**src/cot_pkg.sv**
```systemverilog
// Package for the opcode timing decoder: opcodes, counts, flag bits, types.
// Assumes a single-clock host core that feeds one opcode at a time.
package cot_pkg;

  // ==========================================================================
  // Opcodes
  localparam logic [7:0] OP_NOP       = 8'h12;
  localparam logic [7:0] OP_ORA_IMM   = 8'h8a;
  localparam logic [7:0] OP_ORB_IMM   = 8'hca;
  localparam logic [7:0] OP_ORFLAGS   = 8'h1a;
  localparam logic [7:0] OP_PUSH_SYS  = 8'h34;
  localparam logic [7:0] OP_PULL_SYS  = 8'h35;
  localparam logic [7:0] OP_PUSH_USR  = 8'h36;
  localparam logic [7:0] OP_PULL_USR  = 8'h37;
  localparam logic [7:0] OP_SUBA_IMM  = 8'h80;
  localparam logic [7:0] OP_SBCA_IMM  = 8'h82;
  localparam logic [7:0] OP_SUBB_IMM  = 8'hc0;
  localparam logic [7:0] OP_SBCB_IMM  = 8'hc2;
  localparam logic [7:0] OP_SIGNEXT   = 8'h1d;
  localparam logic [7:0] OP_SOFTINT   = 8'h3f;
  localparam logic [7:0] OP_XFER      = 8'h1f;
  localparam logic [7:0] OP_TSTA      = 8'h4d;
  localparam logic [7:0] OP_TSTB      = 8'h5d;
  localparam logic [7:0] OP_PAGE2     = 8'h10;
  localparam logic [7:0] OP_PAGE3     = 8'h11;
  localparam logic [7:0] OP_BRN_LONG  = 8'h21;
  localparam logic [7:0] OP_SUBA_IDX  = 8'ha0;
  localparam logic [7:0] OP_SUBB_IDX  = 8'he0;

  // ==========================================================================
  // Byte and cycle counts
  localparam logic [4:0] CYC_NOP      = 5'h02;
  localparam logic [4:0] CYC_IMM8     = 5'h02;
  localparam logic [4:0] CYC_IDX_BASE = 5'h04;
  localparam logic [4:0] CYC_STACK    = 5'h05;
  localparam logic [4:0] CYC_SIGNEXT  = 5'h02;
  localparam logic [4:0] CYC_XFER     = 5'h06;
  localparam logic [4:0] CYC_SWI1     = 5'h13;
  localparam logic [4:0] CYC_SWI23    = 5'h14;
  localparam logic [4:0] CYC_LBR_NOT  = 5'h05;
  localparam logic [4:0] CYC_LBR_TAKE = 5'h06;
  localparam logic [3:0] LEN_ONE      = 4'h1;
  localparam logic [3:0] LEN_TWO      = 4'h2;
  localparam logic [3:0] LEN_LBR      = 4'h4;
  localparam logic [3:0] LEN_IDX_BASE = 4'h2;

  // ==========================================================================
  // Condition code bit positions
  localparam int FLG_C = 0;
  localparam int FLG_V = 1;
  localparam int FLG_Z = 2;
  localparam int FLG_N = 3;
  localparam int FLG_I = 4;
  localparam int FLG_H = 5;
  localparam int FLG_F = 6;

  // Register-select bits: CC,A,B,DP are one byte, X,Y,U/S,PC are two
  localparam logic [7:0] SEL_WIDE = 8'hf0;

  // ==========================================================================
  // Types
  typedef enum logic [1:0] {
    COT_IDLE = 2'b00,
    COT_BUSY = 2'b01
  } cot_state_e;

  typedef struct packed {
    logic       valid;
    logic [7:0] op;
    logic [7:0] page;
    logic [7:0] postbyte;
    logic [4:0] idx_cycles;
    logic [3:0] idx_bytes;
    logic       taken;
  } cot_req_s;

  typedef struct packed {
    logic [7:0] acc_a;
    logic [7:0] acc_b;
    logic [7:0] condition_code_reg;
  } cot_regs_s;

endpackage : cot_pkg

```
**src/cot_decoder.sv**
```systemverilog
// Opcode decoder and cycle sequencer for the no-op through test group.
// Assumes the core presents one request pulse and waits for done.
`timescale 1ns/1ps
`default_nettype none
// Summary of operation
// RULE1: Indexed-mode counts are base values plus the postbyte's extra cycles and bytes.
// RULE2: Register transfer 1F is two bytes, six cycles, and accepts only 8-bit/8-bit or 16-bit/16-bit pairs.
// RULE3: Push and pull take five cycles plus one cycle for each byte moved.
// RULE4: Push onto user stack decodes from 36 and is two bytes long.
// RULE5: Pull from system stack is 35 and pull from user stack is 37, each two bytes.
// RULE6: The first soft interrupt sets both the normal and fast interrupt mask bits.
// RULE7: The second and third soft interrupts leave both mask bits unchanged.
// RULE8: Sign extend 1D fills A with B's sign bit in one byte and two cycles.
// RULE9: Long conditional branches take five cycles if not taken and six if taken.
// RULE10: Subtract and subtract-with-carry leave the half-carry flag undefined.
// RULE11: A direct write to the flags loads them from the computed result.
// RULE12: Push and pull move only selected registers, a 16-bit one counting two bytes.
module cot_decoder (
  // Clock and reset
  input  wire logic              clock,
  input  wire logic              rst_b,
  // Request
  input  wire cot_pkg::cot_req_s req,
  input  wire cot_pkg::cot_regs_s regs_in,
  // Results
  output logic                   busy,
  output logic                   done,
  output logic                   illegal,
  output logic [4:0]             cycles,
  output logic [3:0]             length,
  output logic [4:0]             stack_bytes,
  output logic [7:0]             stack_sel,
  output cot_pkg::cot_regs_s     regs_out
);

  // ==========================================================================
  // Helpers
  function automatic logic is_wide_reg(input logic [3:0] code);
    is_wide_reg = ~code[3];
  endfunction

  function automatic logic valid_reg(input logic [3:0] code);
    valid_reg = code[3] ? (code[2:0] <= 3'h3) : (code[2:0] <= 3'h5);
  endfunction

  function automatic logic [7:0] nz_flags(input logic [7:0] cc, input logic [7:0] r);
    logic [7:0] f;
    f = cc;
    f[cot_pkg::FLG_N] = r[7];
    f[cot_pkg::FLG_Z] = (r == 8'h00);
    f[cot_pkg::FLG_V] = 1'b0;
    nz_flags = f;
  endfunction

  // ==========================================================================
  // Decode
  cot_pkg::cot_state_e state_q;
  logic [4:0]          cyc_d;
  logic [3:0]          len_d;
  logic                bad_d;
  logic [4:0]          cnt_q;
  logic [4:0]          sbytes;
  cot_pkg::cot_regs_s  regs_d;
  logic [8:0]          diff;
  logic                is_stack;

  cot_stack_count u_count (
    .sel   (req.postbyte),
    .bytes (sbytes)
  );

  always_comb begin
    cyc_d    = cot_pkg::CYC_NOP;
    len_d    = cot_pkg::LEN_ONE;
    bad_d    = 1'b0;
    is_stack = 1'b0;
    regs_d   = regs_in;
    diff     = 9'h000;
    if (req.page == cot_pkg::OP_PAGE2 && req.op != cot_pkg::OP_SOFTINT) begin
      // RULE9: Long branch timing
      len_d = cot_pkg::LEN_LBR;
      cyc_d = (req.taken && req.op != cot_pkg::OP_BRN_LONG) ? cot_pkg::CYC_LBR_TAKE : cot_pkg::CYC_LBR_NOT;
    end else if (req.page == cot_pkg::OP_PAGE2 || req.page == cot_pkg::OP_PAGE3) begin
      // RULE7: Masks kept
      cyc_d = cot_pkg::CYC_SWI23;
      len_d = cot_pkg::LEN_TWO;
    end else begin
      case (req.op)
        cot_pkg::OP_NOP: begin
          cyc_d = cot_pkg::CYC_NOP;
        end
        cot_pkg::OP_ORA_IMM: begin
          cyc_d = cot_pkg::CYC_IMM8;
          len_d = cot_pkg::LEN_TWO;
          regs_d.acc_a = regs_in.acc_a | req.postbyte;
          regs_d.condition_code_reg = nz_flags(regs_in.condition_code_reg, regs_d.acc_a);
        end
        cot_pkg::OP_ORB_IMM: begin
          cyc_d = cot_pkg::CYC_IMM8;
          len_d = cot_pkg::LEN_TWO;
          regs_d.acc_b = regs_in.acc_b | req.postbyte;
          regs_d.condition_code_reg = nz_flags(regs_in.condition_code_reg, regs_d.acc_b);
        end
        cot_pkg::OP_ORFLAGS: begin
          cyc_d = cot_pkg::CYC_IMM8;
          len_d = cot_pkg::LEN_TWO;
          // RULE11: Flags from result
          regs_d.condition_code_reg = regs_in.condition_code_reg | req.postbyte;
        end
        // RULE4: User push decode
        cot_pkg::OP_PUSH_SYS, cot_pkg::OP_PUSH_USR,
        // RULE5: Pull decode
        cot_pkg::OP_PULL_SYS, cot_pkg::OP_PULL_USR: begin
          is_stack = 1'b1;
          len_d    = cot_pkg::LEN_TWO;
          // RULE3: Base plus bytes
          cyc_d    = cot_pkg::CYC_STACK + sbytes;
        end
        cot_pkg::OP_SUBA_IMM, cot_pkg::OP_SBCA_IMM, cot_pkg::OP_SUBA_IDX: begin
          len_d = cot_pkg::LEN_TWO;
          cyc_d = cot_pkg::CYC_IMM8;
          if (req.op == cot_pkg::OP_SUBA_IDX) begin
            // RULE1: Indexed totals
            cyc_d = cot_pkg::CYC_IDX_BASE + req.idx_cycles;
            len_d = cot_pkg::LEN_IDX_BASE + req.idx_bytes;
          end
          diff = {1'b0, regs_in.acc_a} - {1'b0, req.postbyte}
               - {8'h00, (req.op == cot_pkg::OP_SBCA_IMM) & regs_in.condition_code_reg[cot_pkg::FLG_C]};
          regs_d.acc_a = diff[7:0];
          // RULE10: Half carry untouched
          regs_d.condition_code_reg = nz_flags(regs_in.condition_code_reg, diff[7:0]);
          regs_d.condition_code_reg[cot_pkg::FLG_C] = diff[8];
          regs_d.condition_code_reg[cot_pkg::FLG_V] =
            (regs_in.acc_a[7] ^ req.postbyte[7]) & (regs_in.acc_a[7] ^ diff[7]);
        end
        cot_pkg::OP_SUBB_IMM, cot_pkg::OP_SBCB_IMM, cot_pkg::OP_SUBB_IDX: begin
          len_d = cot_pkg::LEN_TWO;
          cyc_d = cot_pkg::CYC_IMM8;
          if (req.op == cot_pkg::OP_SUBB_IDX) begin
            // RULE1: Indexed totals
            cyc_d = cot_pkg::CYC_IDX_BASE + req.idx_cycles;
            len_d = cot_pkg::LEN_IDX_BASE + req.idx_bytes;
          end
          diff = {1'b0, regs_in.acc_b} - {1'b0, req.postbyte}
               - {8'h00, (req.op == cot_pkg::OP_SBCB_IMM) & regs_in.condition_code_reg[cot_pkg::FLG_C]};
          regs_d.acc_b = diff[7:0];
          // RULE10: Half carry untouched
          regs_d.condition_code_reg = nz_flags(regs_in.condition_code_reg, diff[7:0]);
          regs_d.condition_code_reg[cot_pkg::FLG_C] = diff[8];
          regs_d.condition_code_reg[cot_pkg::FLG_V] =
            (regs_in.acc_b[7] ^ req.postbyte[7]) & (regs_in.acc_b[7] ^ diff[7]);
        end
        cot_pkg::OP_SIGNEXT: begin
          // RULE8: Fill from sign
          cyc_d = cot_pkg::CYC_SIGNEXT;
          regs_d.acc_a = {8{regs_in.acc_b[7]}};
          regs_d.condition_code_reg[cot_pkg::FLG_N] = regs_in.acc_b[7];
          regs_d.condition_code_reg[cot_pkg::FLG_Z] = ({regs_d.acc_a, regs_in.acc_b} == 16'h0000);
          regs_d.condition_code_reg[cot_pkg::FLG_V] = 1'b0;
        end
        cot_pkg::OP_SOFTINT: begin
          cyc_d = cot_pkg::CYC_SWI1;
          // RULE6: Set both masks
          regs_d.condition_code_reg[cot_pkg::FLG_I] = 1'b1;
          regs_d.condition_code_reg[cot_pkg::FLG_F] = 1'b1;
        end
        cot_pkg::OP_XFER: begin
          cyc_d = cot_pkg::CYC_XFER;
          len_d = cot_pkg::LEN_TWO;
          // RULE2: Matched widths only
          bad_d = (is_wide_reg(req.postbyte[7:4]) != is_wide_reg(req.postbyte[3:0]))
                | ~valid_reg(req.postbyte[7:4]) | ~valid_reg(req.postbyte[3:0]);
        end
        cot_pkg::OP_TSTA: begin
          regs_d.condition_code_reg = nz_flags(regs_in.condition_code_reg, regs_in.acc_a);
        end
        cot_pkg::OP_TSTB: begin
          regs_d.condition_code_reg = nz_flags(regs_in.condition_code_reg, regs_in.acc_b);
        end
        default: begin
          bad_d = 1'b1;
        end
      endcase
    end
  end

  // ==========================================================================
  // Sequencer
  always_ff @(posedge clock) begin
    if (!rst_b) begin
      state_q <= cot_pkg::COT_IDLE;
      cnt_q   <= 5'h00;
    end else begin
      case (state_q)
        cot_pkg::COT_IDLE: begin
          if (req.valid) begin
            state_q <= cot_pkg::COT_BUSY;
            cnt_q   <= bad_d ? 5'h01 : cyc_d;
          end
        end
        cot_pkg::COT_BUSY: begin
          cnt_q <= cnt_q - 5'h01;
          if (cnt_q == 5'h01) begin
            state_q <= cot_pkg::COT_IDLE;
          end
        end
        default: begin
          state_q <= cot_pkg::COT_IDLE;
        end
      endcase
    end
  end

  // ==========================================================================
  // Result capture
  always_ff @(posedge clock) begin
    if (!rst_b) begin
      illegal     <= 1'b0;
      cycles      <= 5'h00;
      length      <= 4'h0;
      stack_bytes <= 5'h00;
      stack_sel   <= 8'h00;
      regs_out    <= '0;
    end else if (state_q == cot_pkg::COT_IDLE && req.valid) begin
      illegal     <= bad_d;
      cycles      <= cyc_d;
      length      <= len_d;
      // RULE12: Selected only
      stack_bytes <= is_stack ? sbytes : 5'h00;
      stack_sel   <= is_stack ? req.postbyte : 8'h00;
      regs_out    <= bad_d ? regs_in : regs_d;
    end
  end

  assign busy = (state_q == cot_pkg::COT_BUSY);
  assign done = busy && (cnt_q == 5'h01);

endmodule // cot_decoder
`default_nettype wire

```
**src/cot_stack_count.sv**
```systemverilog
// Counts the bytes a push or pull moves for a register-select byte.
// Assumes an 8-bit select with bits 4 to 7 naming 16-bit registers.
`timescale 1ns/1ps
`default_nettype none
module cot_stack_count (
  // Select byte
  input  wire logic [7:0] sel,
  // Byte total
  output logic      [4:0] bytes
);
  // ==========================================================================
  // Byte sum
  always_comb begin
    bytes = 5'h00;
    for (int i = 0; i < 8; i++) begin
      // RULE12: Wide counts two
      if (sel[i]) begin
        bytes = bytes + (cot_pkg::SEL_WIDE[i] ? 5'h02 : 5'h01);
      end
    end
  end
endmodule // cot_stack_count
`default_nettype wire

```
**config.mk**
```make
export PLATFORM = sky130hd
export DESIGN_NAME = cot_decoder
export DESIGN_NICKNAME = d
export VERILOG_FILES = /design/src/cot_pkg.sv /design/src/cot_decoder.sv /design/src/cot_stack_count.sv
export SDC_FILE = /design/constraint.sdc
export NUM_CORES = 1
export LEC_CHECK = 0
export BUFFER_PORTS_ARGS = -buffer_cell sky130_fd_sc_hd__buf_2
export CAP_MARGIN = 20
export CORE_ASPECT_RATIO = 0.9
export CORE_MARGIN = 4
export CORE_UTILIZATION = 60
export CTS_CLUSTER_DIAMETER = 80
export DETAILED_ROUTE_END_ITERATION = 7
export GPL_TIMING_DRIVEN = 0
export PLACE_DENSITY = 0.92
export SLEW_MARGIN = 30
export SYNTH_ARGS = -nofsm -noshare
export SYNTH_HDL_FRONTEND = slang
export SYNTH_HIERARCHICAL = 1
export SYNTH_SLANG_ARGS = --single-unit
```
**constraint.sdc**
```tcl
create_clock -name clock -period 7.5 [get_ports clock]
set_clock_uncertainty 0.15 [all_clocks]
set_input_delay 1.5 -clock clock [delete_from_list [all_inputs] [get_ports clock]]
set_output_delay 1.5 -clock clock [all_outputs]
set_load 0.01 [all_outputs]
```
==> flow_summary.json <==
{
  "max_freq_mhz": 159,
  "die_area_sq_um": 9760,
  "status": "finished clean",
  "critPathLaunchType": "input pin",
  "synth_edf_count": 0,
  "die_w_microns": 104,
  "port_buffers": 104,
  "pwr_density_cell_nw_per_um2": 143,
  "track_usage_pct": 32.6,
  "worstMarginPinSlew_ps": 814,
  "fin_crit_ps": 6300,
  "crit_path_max_fanout": 10,
  "syn2layout_area_growth_pct": 15.0,
  "synth_top_family_by_area": "compound AO/OA/AOI/OAI gates",
  "detailed_place_hpwl_microns": 13100,
  "synthCells": 639,
  "synthMuxAreaShare_pct": 1.04,
  "slew_headroom_pct": 45.3,
  "fin_crit_sh_pct": 84.0,
  "timing.hold.ws_ps": 305,
  "num-fill-cells": 671,
  "setup_viol": 0,
  "cp-end-kind": "flip-flop",
  "rsz0062_at_grt": "no",
  "grt_pass1_wl_microns": 26000,
  "drt-total-wl_microns": 16300,
  "async_reset_ff_share_pct": 0,
  "avgRoutedWirePerCell_microns": 19.2,
  "cp_data_required_time_ps": 7600,
  "drv_slew": 0,
  "synthDistinctLibCells": 80,
  "num_vias": 5600,
  "arrival_ps": 6400,
  "fin_tns_setup_ps": 0,
  "synthesis.area_sq_um": 4940,
  "synth-compound-area-share_pct": 25.8,
  "coreArea_sq_um": 8030,
  "ir_worst_vdd_uv": 91.9,
  "cts_root_buf": "clkbuf_8",
  "reg2reg_from": "state_q[0]",
  "path_class": "input pin to flip-flop",
  "cts_sinks": 53,
  "htreeDepth": 2,
  "first_pass_iters": 6,
  "die-height_microns": 94.1,
  "setup.worst_path.start": "req[11]",
  "synth_nets": 757,
  "cts_tree": "built",
  "cts_resized": 0,
  "synth-xor-area-share_pct": 4.91,
  "synth_simple_gate_area_share_pct": 25.1,
  "hold_viol": 0,
  "post-route-drc-count": 0,
  "place.gp.congestion": 1.01,
  "power_leakage_nw": 2.50,
  "wl_met2_microns": 7400,
  "cts_made_buffers": 5,
  "post_cts_buffers": 0,
  "antenna_found_initial": 0,
  "clockBufferDepth": 2,
  "ant_nets": 0,
  "clk_latency_ps": 310,
  "start_util_pct": 61.6,
  "drive_gt1_share_pct": 18.6,
  "vias_per_cell": 6.59,
  "synth_flop_cell": "dfxtp_1",
  "met3WireLength_microns": 1980,
  "num_rows": 31,
  "hp-class": "flip-flop to flip-flop",
  "fin_nets": 868,
  "topRoutingLayerUsed": "met4",
  "overflow": 0,
  "io_pins": 110,
  "synth_area_per_cell_sq_um": 7.74,
  "holdBufCountCts": 0,
  "synthAdderAreaFrac_pct": 15.0,
  "met1_length_microns": 6440,
  "drtIter0Drc": 646,
  "rrSetupSlack_ps": 5340,
  "cts.clk_slew.worst_paths_ps": 100,
  "ys_ff_latch": 53,
  "grt_pass1_vias": 5385,
  "ys_seq_area_share_pct": 21.5,
  "min-delay-start": "length[3]",
  "grt_start_max_net_pins": 17,
  "cap_violations": 0,
  "num_antenna_cells": 0,
  "yosysWarnings": 6
}
-- critical path: stages --
cell and delay [ps]:
buf_2 250, inv_1 100, ha_1 320, xor2_1 250, ha_1 190, nand2_1 60
xnor2_1 290, inv_1 150, ha_1 360, and3_1 210, o21ai_0 280, o311ai_0 200
ha_1 310, inv_1 40, a32oi_2 240, ha_1 270, mux2_2 320, o21ai_0 240
xnor2_1 170, a22oi_1 130, a31oi_1 190, o211ai_1 160, a31oi_1 170
-- where the power goes --
part / switching (mW) / total [mW] / leakage [nW] / internal (mW)
clock: 0.0988 / 0.166 / 0.0456 / 0.0669
combinational: 0.205 / 0.337 / 2.02 / 0.131
sequential: 0.0105 / 0.308 / 0.434 / 0.298
total: 0.315 / 0.811 / 2.50 / 0.496
-- layout by cell type (no fill, tap or decap), types with 11 or more instances in the layout --
| cell type | count |
|---|---|
| a21oi_1 | 26 |
| a22oi_1 | 18 |
| buf_2 | 107 |
| clkbuf_1 | 25 |
| dfxtp_1 | 53 |
| ha_1 | 53 |
| inv_1 | 48 |
| nand2_1 | 42 |
| nand3_1 | 17 |
| nor2_1 | 66 |
| nor3_1 | 28 |
| nor4_1 | 11 |
| o21ai_0 | 42 |
| xor2_1 | 15 |
-- registers in the layout, summed over array words and instances, names as in the netlist --
name / cells
stack_bytes: 5
regs_out: 24
length: 4
stack_sel: 8
cnt_q: 5
illegal: 1
state_q: 1
cycles: 5
-- cells in the mapped netlist (all sizes together) (3+ instances only) --
master   number  share of area, %
or4           3              0.46
o211a         4              0.81
a31oi        11               1.7
fa            4               1.6
mux2i         4              0.81
nor2b         9               1.1
nand2b        5              0.63
a211oi       10               1.5
nor3b         4              0.61
and2          8               1.0
o31ai         5              0.86
nand2        42               3.2
and3         11               1.4
o2bb2ai       3              0.53
a221oi        8               1.4
o211ai        5              0.76
nor3         28               2.8
dfxtp        53                21
xor2         15               2.7
nor4b         6               1.4
o21a          6              0.91
inv          48               3.6
a2111oi       3              0.91
buf           8               1.1
a21oi        26               2.6
clkbuf       24               1.8
o2111ai       3              0.53
xnor2        11               2.3
nor4         13               1.8
nand3        18               1.9
o22ai         6              0.76
nand4         9               1.1
o311ai        4              0.71
a22oi        18               2.7
o21ai        44               4.5
or3           8               1.0
nor2         66               5.0
ha           53                13
o32ai         3              0.68
a32oi         4              0.86
-- worst paths after layout --
path,endpoint,cells past startpoint
max reg2reg,regs_out[22],5
min,length[3],2
max,cnt_q[4],23
min reg2reg,length[3],2
-- cell families after synthesis --
logic type | Yosys count
buf+inv | 81
flops | 53
simple gates | 238
compound gates | 179
mux | 5
xor+xnor | 26
fa+ha+maj | 57
-- final cells by class --
cell class	instances	area [sq um]	area share (%)
flip-flops and latches	53	1060	18.7
inverters	49	184	3.23
plain buffers	32	146	2.57
repair buffers	104	520	9.15
multi-input cells	505	3560	62.7
well taps	99	124	2.18
clock buffers	6	72.6	1.28
clock inverters	2	13.8	0.242
-- metal layers --
layer	global-route usage (%)	vias to the layer above
met5	0	-
met4	10.5	0
met3	8.25	61
met2	55.2	394
met1	40.9	2578
li1	-	2567
-- through the flow --
step / power [mW] / util [%] / area, sq um / worst slack, ps / instances
after floorplan: 0.535 / - / 4940 / 1860 / 639
after global placement: 0.626 / 69.6 / 5590 / 1230 / 842
after detailed placement: 0.641 / 69.7 / 5590 / 964 / 842
after CTS: 0.802 / 70.7 / 5680 / 1280 / 850
after global routing: 0.855 / 70.8 / 5690 / 815 / 850
final: 0.811 / 70.8 / 5690 / 1200 / 850
Note: power is estimated with default switching activity, not from simulation.
